[config.mk]
export PLATFORM = sky130hd
export DESIGN_NAME = slmc_sleep_ctrl
export DESIGN_NICKNAME = d
export VERILOG_FILES = /design/src/slmc_sleep_ctrl.v /design/src/slmc_wake_filter.v
export VERILOG_INCLUDE_DIRS = /design/src
export SDC_FILE = /design/constraint.sdc
export NUM_CORES = 1
export LEC_CHECK = 0
export BUFFER_PORTS_ARGS = -buffer_cell sky130_fd_sc_hd__buf_2
export CORE_MARGIN = 10
export CORE_UTILIZATION = 35
export DETAILED_ROUTE_END_ITERATION = 12
export GPL_TIMING_DRIVEN = 0
export SLEW_MARGIN = 15
export SYNTH_ARGS = -nofsm -noshare
export SYNTH_HDL_FRONTEND = slang
export SYNTH_HIERARCHICAL = 1
export SYNTH_SLANG_ARGS = --single-unit
[constraint.sdc]
create_clock -name ref_clk -period 4.3 [get_ports ref_clk]
set_input_delay 0.645 -clock ref_clk [delete_from_list [all_inputs] [get_ports ref_clk]]
set_output_delay 0.645 -clock ref_clk [all_outputs]
set_load 0.05 [all_outputs]
[src/slmc_consts.vh]
// constants for the sleep-mode controller
`ifndef SLMC_CONSTS_VH
`define SLMC_CONSTS_VH
// sleep mode select encodings
`define SLMC_MODE_IDLE 3'h0
`define SLMC_MODE_ADCNR 3'h1
`define SLMC_MODE_PDOWN 3'h2
`define SLMC_MODE_PSAVE 3'h3
`define SLMC_MODE_STBY 3'h6
`define SLMC_MODE_XSTBY 3'h7
// control register bit positions
`define SLMC_CTL_ARM_BIT 7
`define SLMC_CTL_MODE_HI 6
`define SLMC_CTL_MODE_LO 4
// halt cycles after wake before the handler runs
`define SLMC_WAKE_HALT 3'h4
// wake-source vector positions
`define SLMC_SRC_EXT_A 0
`define SLMC_SRC_EXT_B 1
`define SLMC_SRC_EXT_C 2
`define SLMC_SRC_TWI 3
`define SLMC_SRC_ADC 4
`define SLMC_SRC_T2 5
`define SLMC_SRC_CMP 6
`define SLMC_SRC_OTHER 7
`define SLMC_NSRC 8
`endif

[src/slmc_sleep_ctrl.v]
// sleep-mode controller: entry, clock gating, wake and resume
//
// Summary of operation
// - sleep happens only if the arm bit is set when sleep executes
// - three mode select bits choose one of six low-power modes
// - on wake hold core four cycles, run handler, resume after sleep
// - wake keeps registers, memory and I/O contents untouched
// - reset during sleep wakes to the reset vector
// - mode 000 idle: core clock stops, peripherals keep running
// - idle wakes on external and internal peripheral interrupts
// - comparator power-down removes comparator as wake source
// - entering idle or noise reduction starts an enabled conversion
// - mode 001 noise reduction: core stops, converter and some keep running
// - noise reduction wakes only on listed sources
// - timer 2 wakes in noise reduction, irq only if clocked async
// - mode 010 power-down stops oscillator, keeps ext irq and twi wake
// - mode 011 power-save like power-down plus async timer 2
`timescale 1ns/100ps
`include "slmc_consts.vh"
module slmc_sleep_ctrl (
  // clock and reset
  input wire ref_clk,
  input wire resetn,
  // control register image from the core
  input wire [7:0] mcu_control_register,
  input wire comparator_power_down,
  input wire adc_enabled,
  input wire t2_async,
  // core handshake
  input wire sleep_exec,
  input wire [`SLMC_NSRC-1:0] irq_pending,
  output wire sleep_done,
  output reg core_halt,
  output reg irq_release,
  output reg reset_vector_start,
  output reg t2_irq_gate,
  // clock domain enables
  output reg core_clk_en,
  output reg io_clk_en,
  output reg adc_clk_en,
  output reg osc_en,
  output reg t2_run,
  output reg comparator_en,
  output reg adc_auto_start,
  // status
  output reg sleeping,
  output reg [2:0] active_mode
);
  //////////////////////////////////////////////////////////////////////
  localparam ST_RUN = 2'h0;
  localparam ST_SLEEP = 2'h1;
  localparam ST_HALT = 2'h2;
  localparam ST_RESUME = 2'h3;

  reg [1:0] state_reg;
  reg [1:0] state_next;
  reg [2:0] mode_reg;
  reg [2:0] mode_next;
  reg [2:0] halt_cnt_reg;
  reg [2:0] halt_cnt_next;
  reg reset_seen_reg;
  wire arm = mcu_control_register[`SLMC_CTL_ARM_BIT];
  wire [2:0] mode_select_field =
    mcu_control_register[`SLMC_CTL_MODE_HI:`SLMC_CTL_MODE_LO];
  wire wake;
  wire t2_irq_ok;

  // legal encodings; 100 and 101 are not modes
  function is_mode;
    input [2:0] m;
    begin
      is_mode = (m != 3'h4) && (m != 3'h5);
    end
  endfunction

  //////////////////////////////////////////////////////////////////////
  // wake qualification per mode; mode_next equals mode_reg while asleep,
  // and on entry it already carries the new mode for the timer 2 gate
  slmc_wake_filter u_filter (
    .mode(mode_next),
    .cmp_power_down(comparator_power_down),
    .t2_async(t2_async),
    .irq_pending(irq_pending),
    .wake(wake),
    .t2_irq_allowed(t2_irq_ok)
  );

  // sleep with arm clear or a bad mode completes at once
  assign sleep_done = sleep_exec && (state_reg == ST_RUN) &&
    !(arm && is_mode(mode_select_field));

  //////////////////////////////////////////////////////////////////////
  // sequencer; only clocks are gated, no state is touched
  always @* begin
    state_next = state_reg;
    mode_next = mode_reg;
    halt_cnt_next = halt_cnt_reg;
    case (state_reg)
      ST_RUN: begin
        if (sleep_exec && arm && is_mode(mode_select_field)) begin
          state_next = ST_SLEEP;
          mode_next = mode_select_field;
        end
      end
      ST_SLEEP: begin
        if (wake) begin
          state_next = ST_HALT;
          halt_cnt_next = 3'h1;
        end
      end
      ST_HALT: begin
        if (halt_cnt_reg == `SLMC_WAKE_HALT) begin
          state_next = ST_RESUME;
        end else begin
          halt_cnt_next = halt_cnt_reg + 3'h1;
        end
      end
      default: state_next = ST_RUN; // handler then next instruction
    endcase
  end

  // state registers; reset in sleep lands in run, vector flagged
  always @(posedge ref_clk or negedge resetn) begin
    if (!resetn) begin
      state_reg <= ST_RUN;
      mode_reg <= `SLMC_MODE_IDLE;
      halt_cnt_reg <= 3'h0;
    end else begin
      state_reg <= state_next;
      mode_reg <= mode_next;
      halt_cnt_reg <= halt_cnt_next;
    end
  end

  // first cycle after reset release starts at the reset vector
  always @(posedge ref_clk or negedge resetn) begin
    if (!resetn) begin
      reset_seen_reg <= 1'b0;
      reset_vector_start <= 1'b0;
    end else begin
      reset_seen_reg <= 1'b1;
      reset_vector_start <= !reset_seen_reg;
    end
  end

  //////////////////////////////////////////////////////////////////////
  // clock enables by state and mode, registered for glitch-free gating
  always @(posedge ref_clk or negedge resetn) begin
    if (!resetn) begin
      core_clk_en <= 1'b1;
      io_clk_en <= 1'b1;
      adc_clk_en <= 1'b1;
      osc_en <= 1'b1;
      t2_run <= 1'b1;
      comparator_en <= 1'b1;
      adc_auto_start <= 1'b0;
      core_halt <= 1'b0;
      irq_release <= 1'b0;
      sleeping <= 1'b0;
      active_mode <= `SLMC_MODE_IDLE;
      t2_irq_gate <= 1'b1;
    end else begin
      comparator_en <= !comparator_power_down;
      sleeping <= (state_next == ST_SLEEP);
      active_mode <= mode_next;
      core_halt <= (state_next != ST_RUN) && (state_next != ST_RESUME);
      irq_release <= (state_next == ST_RESUME);
      // enabled converter starts on entry to idle or noise reduction
      adc_auto_start <= (state_reg == ST_RUN) &&
        (state_next == ST_SLEEP) && adc_enabled &&
        ((mode_next == `SLMC_MODE_IDLE) ||
         (mode_next == `SLMC_MODE_ADCNR));
      t2_irq_gate <= (state_next == ST_RUN) || t2_irq_ok;
      if (state_next == ST_SLEEP) begin
        core_clk_en <= 1'b0;
        case (mode_next)
          `SLMC_MODE_IDLE: begin
            io_clk_en <= 1'b1;
            adc_clk_en <= 1'b1;
            osc_en <= 1'b1;
            t2_run <= 1'b1;
          end
          `SLMC_MODE_ADCNR: begin
            io_clk_en <= 1'b0;
            adc_clk_en <= 1'b1;
            osc_en <= 1'b1;
            t2_run <= 1'b1;
          end
          `SLMC_MODE_PDOWN: begin
            io_clk_en <= 1'b0;
            adc_clk_en <= 1'b0;
            osc_en <= 1'b0;
            t2_run <= 1'b0;
          end
          `SLMC_MODE_PSAVE: begin
            io_clk_en <= 1'b0;
            adc_clk_en <= 1'b0;
            osc_en <= 1'b0;
            t2_run <= t2_async;
          end
          `SLMC_MODE_STBY: begin
            io_clk_en <= 1'b0;
            adc_clk_en <= 1'b0;
            osc_en <= 1'b1;
            t2_run <= 1'b0;
          end
          default: begin
            io_clk_en <= 1'b0;
            adc_clk_en <= 1'b0;
            osc_en <= 1'b1;
            t2_run <= t2_async;
          end
        endcase
      end else begin
        // halt and resume keep core clock off only while halted
        core_clk_en <= (state_next != ST_HALT);
        io_clk_en <= 1'b1;
        adc_clk_en <= 1'b1;
        osc_en <= 1'b1;
        t2_run <= 1'b1;
      end
    end
  end
  // no storage reset or write path exists here; clocks only gate
endmodule // slmc_sleep_ctrl

[src/slmc_wake_filter.v]
// wake-source qualifier: which pending events may wake each mode
`timescale 1ns/100ps
`include "slmc_consts.vh"
module slmc_wake_filter (
  // selected mode
  input wire [2:0] mode,
  input wire cmp_power_down,
  input wire t2_async,
  // pending interrupt flags and enables
  input wire [`SLMC_NSRC-1:0] irq_pending,
  // results
  output reg wake,
  output reg t2_irq_allowed
);
  reg [`SLMC_NSRC-1:0] allow;

  // deep-mode mask, shared by power-down and its relatives
  function [`SLMC_NSRC-1:0] deep_mask;
    input with_t2;
    begin
      deep_mask = 8'h0f;
      deep_mask[`SLMC_SRC_T2] = with_t2;
    end
  endfunction

  // allowed sources per mode
  always @* begin
    allow = 8'h00;
    t2_irq_allowed = 1'b1;
    case (mode)
      `SLMC_MODE_IDLE: begin
        allow = 8'hff;
        allow[`SLMC_SRC_CMP] = ~cmp_power_down;
      end
      `SLMC_MODE_ADCNR: begin
        allow = 8'h3f;
        t2_irq_allowed = t2_async;
      end
      `SLMC_MODE_PDOWN: allow = deep_mask(1'b0);
      `SLMC_MODE_PSAVE: allow = deep_mask(t2_async);
      `SLMC_MODE_STBY: allow = deep_mask(1'b0);
      `SLMC_MODE_XSTBY: allow = deep_mask(t2_async);
      default: allow = 8'h00;
    endcase
    wake = |(allow & irq_pending);
  end
endmodule // slmc_wake_filter
* Yosys cells after proc, flatten, opt, wreduce, memory -nomap -nowiden
Index checks and enable logic that the tools add are counted. Widths: inputs -> output; s select.
Word-level totals: word-level logic and storage cells 81, input bits 22, register bits after elaboration 21
Cells by class: reduce and logical (&&, ||, !) cells 26, equal/unequal tests 16, muxes and demuxes 20, add/subtract/negate cells 1, bitwise logic cells 2
Operators with widths (count):
- $pmux 8 s4 | 1
- $mux 3 | 4
- $logic_and 1x1->1 | 10
- $eq 3x3->1 const B | 3
- $mux 1 | 9
- $and 8x8->8 | 1
- $reduce_or 2->1 | 4
- $reduce_or 8->1 | 1
- $eq 3x2->1 const B | 2
- $mux 2 | 3
- $ne 2x2->1 const B | 3
- $ne 3x3->1 const B | 2
- $pmux 2 s3 | 1
- $pmux 3 s2 | 1
- $eq 2x1->1 const B | 2
- $eq 2x2->1 const B | 2
- $logic_not 2->1 | 2
- $reduce_bool 2->1 | 2
- $add 3x1->3 const B | 1
- $eq 3x1->1 const B | 1
- $logic_not 1->1 | 3
- $logic_not 3->1 | 1
- $reduce_and 3->1 | 1
- $logic_or 1x1->1 | 2
- 3 further kinds | 3

* Depth between registers and ports, before layout
Gate-level depths: netlist of the first run.
depth after elaboration 16, mapped depth 14

* Cells and area by module
Netlist of the first run, hierarchy kept.
Modules (own cells, without submodules):
- slmc_sleep_ctrl | instances 1, area an instance 930.9 um^2, seq. area each 534.3 um^2, cells each 85
- slmc_wake_filter | instances 1, area an instance 70.1 um^2, seq. area each 0.0 um^2, cells each 12

* Worst setup path before layout of the first run
Ideal clock, no wire load.
path type input -> register, start point input sleep_exec, end point register t2_run, setup slack 1378 ps, arrival 2838 ps, stages 13, buffers on the path 1, path through nor4bb_1 -> buf_4 -> nand2_1 -> mux2_1 -> and3_1 -> o21ai_1 -> nand3_1 -> o221a_2 -> inv_1 -> ha_1 -> o21ai_0 -> o21a_2 -> o21bai_1
On the way: longest elaborated chain between the ends 13
RTL lines:
- from (decl) | line slmc_sleep_ctrl.v:30 | input wire sleep_exec,
- $logic_and 1x1->1 (*) (2 in series) | line slmc_sleep_ctrl.v:100 | if (sleep_exec && arm && is_mode(mode_select_field)) begin
- $mux 3 (*) | line slmc_sleep_ctrl.v:100
- $mux 3 (*) | line slmc_sleep_ctrl.v:98 | case (state_reg)
- via mode_next[0] | line slmc_sleep_ctrl.v:58 | reg [2:0] mode_next;
- $eq 3x2->1 / $eq 3x3->1 (equally long branches) | line slmc_wake_filter.v:30 | case (mode)
- $reduce_or 2->1 (no line)
- $pmux 8 s4 (*) | line slmc_wake_filter.v:30
- $and 8x8->8 (*) | line slmc_wake_filter.v:45 | wake = |(allow & irq_pending);
- $reduce_or 8->1 (*) | line slmc_wake_filter.v:45
- via wake | line slmc_sleep_ctrl.v:65 | wire wake;
- $mux 2 (*) | line slmc_sleep_ctrl.v:106 | if (wake) begin
- $pmux 2 s3 (*) | line slmc_sleep_ctrl.v:98
- via state_next[0] | line slmc_sleep_ctrl.v:56 | reg [1:0] state_next;
- $eq 2x1->1 (*) | line slmc_sleep_ctrl.v:174 | if (state_next == ST_SLEEP) begin
- $mux 1 (*) | line slmc_sleep_ctrl.v:174
- to (signal assigned) | line slmc_sleep_ctrl.v:199 | t2_run <= t2_async;
- to (signal assigned) | line slmc_sleep_ctrl.v:211 | t2_run <= t2_async;
- to (decl) | line slmc_sleep_ctrl.v:42 | output reg t2_run,
The timed path passes the listed nets; every way through them passes the cells marked *. A chain may end at the register's enable or synchronous reset.

* Worst setup path in the final report of the first run
start point register state_reg[1], end point register t2_run
On the way: longest elaborated chain between the ends 11
RTL lines:
- from (decl) | line slmc_sleep_ctrl.v:55 | reg [1:0] state_reg;
- from (signal assigned) | line slmc_sleep_ctrl.v:129 | state_reg <= state_next;
- $logic_not 2->1 (*)
- $mux 3 (*) | line slmc_sleep_ctrl.v:98
- via mode_next[0] | line slmc_sleep_ctrl.v:58
- $eq 3x2->1 / $eq 3x3->1 (equally long branches) | line slmc_wake_filter.v:30
- $reduce_or 2->1 (no line)
- $pmux 8 s4 (*) | line slmc_wake_filter.v:30
- $and 8x8->8 (*) | line slmc_wake_filter.v:45
- $reduce_or 8->1 (*) | line slmc_wake_filter.v:45
- via wake | line slmc_sleep_ctrl.v:65
- $mux 2 (*) | line slmc_sleep_ctrl.v:106
- $pmux 2 s3 (*) | line slmc_sleep_ctrl.v:98
- via state_next[0] | line slmc_sleep_ctrl.v:56
- $eq 2x1->1 (*) | line slmc_sleep_ctrl.v:174
- $mux 1 (*) | line slmc_sleep_ctrl.v:174
Marks and branches as above.

==> results.py, run 1 <==
metrics = {
    "synthesis": {
        "synth.largest_area_cell": "dfrtp_1",
        "synth_compound_area_share_pct": 14.38,
        "synthTopCellsByArea": "dfrtp_1 35%, dfstp_2 18%, ha_1 6.3%, a21oi_1 3.5%, inv_1 3.4%",
        "mappedNetlistArea_um2": 1001,
        "synthCells": 97,
        "synthAdderAreaFrac_pct": 6.250,
        "synth_seq_cells": 21,
        "synth_edf_count": 0,
        "ys_warn_count": 6,
        "synth-simple-area-share_pct": 18.88,
        "ys_types": 36,
        "synthXorXnorAreaFrac_pct": 0,
        "synthArstFlopShare_pct": 100.0,
        "synth.avg_cell_area_um2": 10.32,
        "syn-num-nets": 124,
        "netlist.area_leader.share_pct": 35.00,
        "synth_ff_type": "dfrtp_1",
        "synth_top_family_by_area": "simple AND/OR/NAND/NOR gates",
        "synth.mux.area_fraction_pct": 1.125,
        "ys_seq_area_share_pct": 53.37,
    },
    "grt": {
        "grt_max_degree": 22,
        "grt_use_met1_pct": 9.675,
        "met2_usage_pct": 13.35,
        "first_global_vias": 853,
        "busiest_layer": "met2",
        "grtUsageMet3_pct": 4.576,
        "antenna_found_initial": 0,
        "grt_pass1_wl_um": 3712,
        "grt_overflow": 0,
        "track_usage_pct": 8.567,
    },
    "clock_network": {
        "htree_levels": 1,
        "cts_buffers": 3,
        "clock_sinks": 21,
        "clk_pin_slew_ps": 120,
        "clk_path_buf_depth": 2,
        "holdBufCountCts": 0,
        "cts-root-buf": "clkbuf_4",
        "post_cts_buffers": 0,
        "cts_tree": "done",
        "cts-resized-gates": 0,
        "clock_latency_ps": 300,
    },
    "drt": {
        "drc": 0,
        "via_per_inst": 4.958,
        "vias": 818,
        "dr.pass1.iters": 4,
        "drt_iter0_markers": 19,
        "routed_wl_um": 2199,
        "wl_per_cell_um": 13.33,
        "ant_nets": 0,
    },
    "power_and_ir_drop": {
        "power.ir.vdd_worst_mv": 0.4236,
        "p_per_area_nw_per_um2": 678.7,
        "p_leak_nw": 0.5963,
        "total_power_mw": 0.8365,
    },
    "placement": {
        "dp_hpwl_um": 1817,
        "numPortBuffers": 33,
        "place_congestion": 0.7981,
        "place_area_um2": 1205,
    },
    "final_layout": {
        "fillers": 274,
        "area_growth_pct": 23.12,
        "layout_commonest_cell": "buf_2",
        "drive_above_1_share_pct": 39.55,
        "stdcell_area_um2": 1232,
        "seqCellArea_um2": 534.3,
        "layout.nets": 162,
        "layout_common_cells": "33 x buf_2, 14 x dfrtp_1, 9 x inv_1",
        "fin_util_pct": 45.08,
        "diodes": 0,
        "multi_input_comb_area_um2": 410.4,
    },
    "timing": {
        "fmax_ghz": 0.3224,
        "maxSlewViolCount": 0,
        "period_share_pct": 72.14,
        "fin_worst_skew_ps": 3.257,
        "grt_setup_unrepaired": "no",
        "setup_viol": 0,
        "timing.final.hold_violations": 0,
        "min_period_ps": 3102,
        "final.setup.tns_ps": 0,
    },
    "floorplan": {
        "rows": 19,
        "pin_count": 38,
        "fp.dieH_um": 73.48,
        "die_x_um": 73.48,
        "die-area_um2": 5399,
        "initial_core_util_pct": 36.61,
        "coreArea_um2": 2734,
    },
    "worst_setup_path": {
        "critPathSlowestCell": "dfrtp_1",
        "worstPathCellList": "buf_6, nor4bb_1, buf_4, nand2_1, mux2_1, and3_1, o21ai_1, nand3_1, o221a_2, inv_1, ha_1, o21ai_0, o21a_2, o21bai_1",
        "reg2reg_depth": 14,
        "critPathKind": "reg -> reg",
        "start_kind": "register",
        "cp-end-kind": "register",
        "arrival_ps": 3330,
        "critPathLaunch": "state_reg[1]$_DFF_PN0_",
        "r2r_slack_ps": 1200,
        "crit_fanout": 9,
        "cp_slowest_stage_delay_ps": 390,
        "cp_data_required_time_ps": 4530,
        "rr_endpoint": "t2_run$_DFF_PN1_",
        "r2r-start": "state_reg[1]$_DFF_PN0_",
    },
    "hold_path": {
        "hold_class": "in -> async",
    },
    "flow_run": {
        "maxCapViolCount": 0,
    },
    "run_status": {
        "status": "complete, no violations",
    },
}
[critical path: cells and delay by family, from the launching register on]
kind	cells	cell delay, ps
and+or+nand+nor	4	650
DFF	1	390
buffers and inverters	3	430
adders and majority gates	1	250
muxes	1	360
AOI/OAI and AO/OA	5	940
[cell families (layout without fill, tap and decap cells)]
group           after synthesis  count (layout)
simple gates                 34              34
compound gates               23              23
flops                        21              21
buf+inv                      12              49
fa+ha+maj                     5               5
other cells                   1               1
mux                           1               1
[synthesized netlist by cell type (all sizes together) (2+ instances only)]
| library cell | instances |
|---|---|
| a21oi | 7 |
| buf | 2 |
| dfrtp | 14 |
| dfstp | 7 |
| ha | 5 |
| inv | 10 |
| nand2 | 8 |
| nand2b | 4 |
| nand3 | 2 |
| nor2 | 5 |
| nor2b | 2 |
| nor3 | 6 |
| o21a | 2 |
| o21ai | 7 |
[worst max-delay path by stage]
stage / end / slack [ps] / depth (start not counted)
finish: t2_run$_DFF_PN1_ / 1200 / 14
global route: t2_run$_DFF_PN1_ / 940 / 14
CTS: t2_run$_DFF_PN1_ / 1200 / 14
detailed placement: t2_run$_DFF_PN1_ / 970 / 14
global placement: t2_run$_DFF_PN1_ / 1020 / 14
floorplan: t2_run$_DFF_PN1_ / 1380 / 13
[per-layer routing]
| metal | wire, µm | vias up |
|---|---|---|
| li1 | - | 406 |
| met1 | 933 | 383 |
| met2 | 991 | 27 |
| met3 | 241 | 2 |
| met4 | 34 | 0 |
| met5 | 0 | - |
[report_power, final]
| part | internal [mW] | leakage [nW] | total (mW) | switching (mW) |
|---|---|---|---|---|
| registers | 0.266 | 0.248 | 0.301 | 0.0352 |
| clock network | 0.0347 | 0.0177 | 0.0949 | 0.0602 |
| logic | 0.131 | 0.330 | 0.441 | 0.309 |
[final cells by class]
cell class,instances,share of cell area (%)
Clock inverter,1,0.4061
Tap cell,31,3.147
Timing Repair Buffer,33,13.40
Buffer,2,1.523
Clock buffer,3,1.827
Sequential cell,21,43.35
Inverter,10,3.046
Multi-Input combinational cell,64,33.30
[per-stage QoR]
stage	instances	hold slack [ps]	setup slack, ps
floorplan	97	349.4	1378
global placement	161	371.1	1017
detailed placement	161	381.3	974.9
CTS	165	284.0	1198
global route	165	287.5	935.9
finish	165	265.9	1198
Note: power is estimated with default switching activity, not from simulation.
==> run 2: changes to the inputs <==
==> constraint.sdc (replaced) <==
create_clock -name ref_clk -period 3 [get_ports ref_clk]
set_input_delay 0.45 -clock ref_clk [delete_from_list [all_inputs] [get_ports ref_clk]]
set_output_delay 0.45 -clock ref_clk [all_outputs]
set_load 0.05 [all_outputs]
==> run 2 against run 1 <==
  * First-iteration DRC count shrank 32%
  * Count of clock-buffer cells in the layout unchanged
  * Core utilization grew 2.8 points
  * Critical endpoint unchanged
  * Largest cell class unchanged
==> results.py, run 2 (synthesized netlist as in run 1, its figures left out) <==
metrics = {
    "worst_setup_path": {
        "rr_endpoint": "t2_run$_DFF_PN1_",
        "crit_fanout": 9,
        "critPathLaunch": "state_reg[1]$_DFF_PN0_",
        "crit_end": "t2_run$_DFF_PN1_",
        "cp_data_required_time_ps": 3230,
        "reg2reg_depth": 14,
        "arrival_ps": 3090,
        "critPathKind": "reg -> reg",
        "cp-end-kind": "register",
        "start_kind": "register",
        "r2r_slack_ps": 150,
        "r2r-start": "state_reg[1]$_DFF_PN0_",
    },
    "drt": {
        "via_per_inst": 4.964,
        "drc": 0,
        "routed_wl_um": 2301,
        "drt_iter0_markers": 13,
        "wl_per_cell_um": 13.78,
        "ant_nets": 0,
        "dr.pass1.iters": 2,
        "vias": 829,
    },
    "floorplan": {
        "rows": 19,
        "die_x_um": 73.48,
        "pin_count": 38,
        "fp.dieH_um": 73.48,
        "die-area_um2": 5399,
        "initial_core_util_pct": 36.61,
        "coreArea_um2": 2734,
    },
    "power_and_ir_drop": {
        "total_power_mw": 1.260,
        "pwr-share-seq_pct": 34.5,
        "p_switching_mw": 0.6091,
        "clockPowerShare_pct": 10.6,
        "p_comb_share_pct": 54.9,
        "power.ir.vdd_worst_mv": 0.6269,
        "p_per_area_nw_per_um2": 963.0,
        "p_leak_nw": 0.6205,
        "intPower_mw": 0.6513,
        "swShare_pct": 48.33,
    },
    "final_layout": {
        "fillers": 266,
        "area_growth_pct": 30.75,
        "seqCellArea_um2": 534.3,
        "drive_above_1_share_pct": 46.32,
        "layout_common_cells": "33 x buf_2, 14 x dfrtp_1, 8 x inv_1",
        "final_cells": 167,
        "fin_util_pct": 47.87,
        "layout.nets": 164,
        "multi_input_comb_area_um2": 471.7,
        "layout_commonest_cell": "buf_2",
        "diodes": 0,
    },
    "placement": {
        "numPortBuffers": 33,
        "dp_cells": 161,
        "place_congestion": 0.7981,
        "dp_hpwl_um": 1817,
        "preCtsSetupSlack_ps": -130.1,
    },
    "timing": {
        "worst_slack_ps": 145.0,
        "period_share_pct": 95.17,
        "setup_viol": 0,
        "maxSlewViolCount": 0,
        "min_period_ps": 2855,
        "fin_worst_skew_ps": 1.294,
        "fmax_ghz": 0.3503,
        "final.setup.tns_ps": 0,
        "timing.final.hold_violations": 0,
    },
    "grt": {
        "grt_overflow": 0,
        "first_global_vias": 870,
        "grt_max_degree": 22,
        "antenna_found_initial": 0,
        "track_usage_pct": 8.869,
        "grt_pass1_wl_um": 3850,
    },
    "run_status": {
        "status": "complete, no violations",
    },
    "clock_network": {
        "clk_path_buf_depth": 2,
        "clk_pin_slew_ps": 110,
        "cts-root-buf": "clkbuf_4",
        "htree_levels": 1,
        "clock_sinks": 21,
        "cts_tree": "done",
        "cts_buffers": 3,
        "clock_latency_ps": 300,
    },
    "flow_run": {
        "maxCapViolCount": 0,
    },
    "hold_path": {
        "hold_class": "in -> async",
    },
}
[run 2: cell type report]
class,count,area share (%)
Sequential cell,21,40.82
Multi-Input combinational cell,64,36.04
Timing Repair Buffer,35,13.77
Tap cell,31,2.964
Inverter,10,2.868
Clock buffer,3,1.721
Buffer,2,1.434
Clock inverter,1,0.3824
[run 2: power groups by stage]
stage	registers [mW]	clock network [mW]	logic [mW]
finish	0.434	0.134	0.692
global route	0.445	0.154	0.759
CTS	0.432	0.143	0.659
detailed placement	0.438	0	0.642
global placement	0.435	0	0.626
floorplan	0.632	0	0.290
[run 2: how the worst min path moves through the flow]
stage,endpoint,slack (ps),depth (start not counted)
final,active_mode[0]$_DFF_PN0_,80,1
after global routing,adc_auto_start$_DFF_PN0_,90,1
after CTS,adc_auto_start$_DFF_PN0_,90,1
after detailed placement,reset_vector_start$_DFF_PN0_,380,1
after global placement,reset_vector_start$_DFF_PN0_,370,1
after floorplan,active_mode[0]$_DFF_PN0_,150,0
[run 2: repair_timing]
item	CTS	global route
pin swaps	0	2
resized for setup	2	11
endpoints found under the hold margin	0	0
hold buffers	0	0
setup endpoints to repair	1	5
buffers inserted	2	0
[run 2: worst max-delay path, stage by stage, from the launching register on]
cell and delay, ps:
dfrtp_1 390, buf_6 140, nor4bb_4 280, buf_4 160
nand2_1 90, mux2_4 330, and3_1 180, o21ai_2 120
nand3_2 100, o221a_4 280, inv_2 90, ha_4 160
o21ai_0 90, o21a_2 220, o21bai_1 170
[run 2: through the flow]
step	cell area, µm²	hold WS, ps
2_1_floorplan	1001	154.4
3_3_place_gp	1205	371.1
3_5_place_dp	1205	381.3
4_1_cts	1260	89.00
5_1_grt	1309	87.88
6_report	1309	80.91
[run 2: routing by layer]
layer  vias to the layer above  global-route usage [%]  share of wire [%]
met4                         0                   3.106                2.4
met5                         -                       0                  0
met3                         4                   4.711                 11
met1                       385                   9.913                 42
li1                        409                       -                  -
met2                        31                   14.02                 44
==> run 3: changes to the inputs <==
--- a/config.mk
+++ b/config.mk
@@ -8,9 +8,10 @@
 export LEC_CHECK = 0
 export BUFFER_PORTS_ARGS = -buffer_cell sky130_fd_sc_hd__buf_2
 export CORE_MARGIN = 10
-export CORE_UTILIZATION = 35
+export CORE_UTILIZATION = 47
 export DETAILED_ROUTE_END_ITERATION = 12
 export GPL_TIMING_DRIVEN = 0
+export PLACE_DENSITY = 0.77
 export SLEW_MARGIN = 15
 export SYNTH_ARGS = -nofsm -noshare
 export SYNTH_HDL_FRONTEND = slang
==> constraint.sdc (replaced) <==
create_clock -name ref_clk -period 3 [get_ports ref_clk]
set_input_delay 0 -clock ref_clk [delete_from_list [all_inputs] [get_ports ref_clk]]
set_output_delay 0 -clock ref_clk [all_outputs]
set_load 0.05 [all_outputs]
==> run 3 against run 2 <==
  * Non-clock buffer count increased by 8
  * Count of clock-buffer cells in the layout unchanged
  * Global-route usage increased by 2.4 points
  * Register-to-register slack about the same
  * Hold slack got worse by 56 ps
  * Cell count increased by 2.4%
  * Sequential power about the same
  * Largest power group unchanged
  * Core utilization increased by 19 points
==> results.py, run 3 (synthesized netlist as in run 1, its figures left out) <==
metrics = {
    "power_and_ir_drop": {
        "p_per_area_nw_per_um2": 932.6,
        "p_leak_nw": 0.6432,
        "power.ir.vdd_worst_mv": 0.6306,
    },
    "clock_network": {
        "cts_buffers": 3,
        "cts_tree": "done",
        "clk_path_buf_depth": 2,
        "clk_pin_slew_ps": 120,
        "clock_latency_ps": 290,
        "clock_sinks": 21,
        "cts-root-buf": "clkbuf_4",
        "htree_levels": 1,
    },
    "final_layout": {
        "fin_util_pct": 66.88,
        "area_growth_pct": 33.75,
        "diodes": 0,
        "layout.nets": 172,
        "layout_commonest_cell": "buf_2",
        "final_cells": 171,
        "drive_above_1_share_pct": 43.75,
        "layout_common_cells": "33 x buf_2, 14 x dfrtp_1, 8 x inv_1, 8 x nand2_1",
    },
    "floorplan": {
        "pin_count": 38,
        "fp.dieH_um": 66.15,
        "die_x_um": 66.15,
        "rows": 16,
        "die-area_um2": 4376,
        "coreArea_um2": 2002,
        "initial_core_util_pct": 50.00,
    },
    "timing": {
        "hold_slack_ps": 25.17,
        "maxSlewViolCount": 0,
        "setup_viol": 0,
        "timing.final.hold_violations": 0,
        "period_share_pct": 95.40,
        "min_period_ps": 2862,
        "fmax_ghz": 0.3494,
        "grt_setup_unrepaired": "no",
        "worst_slack_ps": 137.9,
        "fin_worst_skew_ps": 8.149,
    },
    "grt": {
        "met2_usage_pct": 19.26,
        "antenna_found_initial": 0,
        "grt_use_met1_pct": 12.04,
        "grt_pass1_wl_um": 3967,
        "grt_overflow": 0,
        "busiest_layer": "met2",
        "grt_max_degree": 22,
        "track_usage_pct": 11.31,
        "first_global_vias": 902,
        "grtUsageMet3_pct": 4.068,
    },
    "worst_setup_path": {
        "cp-end-kind": "register",
        "crit_fanout": 9,
        "start_kind": "register",
        "arrival_ps": 3080,
        "cp_data_required_time_ps": 3220,
        "critPathKind": "reg -> reg",
    },
    "flow_run": {
        "maxCapViolCount": 0,
    },
    "drt": {
        "drc": 0,
        "wl_per_cell_um": 14.03,
        "via_per_inst": 5.117,
        "vias": 875,
        "ant_nets": 0,
        "routed_wl_um": 2399,
        "dr.pass1.iters": 4,
        "drt_iter0_markers": 24,
    },
    "placement": {
        "dp_cells": 157,
        "dp_hpwl_um": 1806,
        "preCtsSetupSlack_ps": -90.26,
        "numPortBuffers": 33,
        "place_congestion": 0.8357,
    },
    "run_status": {
        "status": "complete, no violations",
    },
    "hold_path": {
        "hold_class": "in -> reg",
    },
}
==> run 3: what timing repair did <==
action | 4_1_cts | 5_1_grt
endpoints found under the setup margin | 1 | 1
resized for setup | 3 | 5
hold endpoints to repair | 25 | 0
pin swaps | 0 | 3
hold buffers | 5 | 0
setup buffers | 3 | 2
==> run 3: cell type report <==
| type | count | area (µm²) |
|---|---|---|
| fill | 177 | 663.1 |
| sequential | 21 | 534.3 |
| multi-input combinational | 64 | 434.2 |
| timing repair buffer | 43 | 252.7 |
| inverter | 10 | 37.54 |
| tap | 27 | 33.78 |
| clock buffer | 3 | 22.52 |
| buffer | 2 | 18.77 |
| clock inverter | 1 | 5.005 |
==> run 3: worst max-delay path, cell delays in order, from the launching register on <==
cell and delay [ps]:
dfrtp_1 400, buf_6 140, nor4bb_1 270, buf_4 180, buf_4 120, and2b_4 190, o21ai_4 100, and3_1 160
o21ai_1 110, nand3_1 100, o221a_2 300, inv_2 90, ha_4 160, o21ai_1 80, o21a_2 210, o21bai_1 180
==> run 3: stage by stage <==
stage                     setup TNS (ps)  cell area (µm²)  power [mW]
after floorplan                        0             1001      0.9228
after global placement            -1.708             1200       1.053
after detailed placement          -90.26             1200       1.074
after CTS                              0             1313       1.230
after global routing                   0             1339       1.344
final                                  0             1339       1.249
==> run 3: where the power goes <==
part | internal [mW] | total [mW] | leakage (nW) | switching [mW]
clock | 0.0495 | 0.130 | 0.0177 | 0.0801
sequential | 0.381 | 0.432 | 0.248 | 0.0505
combinational | 0.221 | 0.687 | 0.377 | 0.467
total | 0.651 | 1.25 | 0.643 | 0.597
==> run 3: path summary, 6_finish.rpt <==
check                                    startpoint                      endpoint  slack [ps]  cells past startpoint
setup / recovery             state_reg[1]$_DFF_PN0_              t2_run$_DFF_PN1_         140                     15
hold / removal              mcu_control_register[4]      active_mode[0]$_DFF_PN0_          30                      2
setup reg to reg             state_reg[1]$_DFF_PN0_              t2_run$_DFF_PN1_         140                     15
hold reg to reg            reset_seen_reg$_DFF_PN0_  reset_vector_start$_DFF_PN0_         390                      1
max in group asynchronous                    resetn       comparator_en$_DFF_PN1_        2500                      2
min in group asynchronous                    resetn            sleeping$_DFF_PN0_         160                      2
==> run 3: per-layer routing <==
metal / vias to the layer above / part of all wire (%) / routed length, µm
li1: 426 / - / -
met1: 403 / 39 / 933
met2: 42 / 49 / 1167
met3: 4 / 10 / 245
met4: 0 / 2.2 / 53
met5: - / 0 / 0
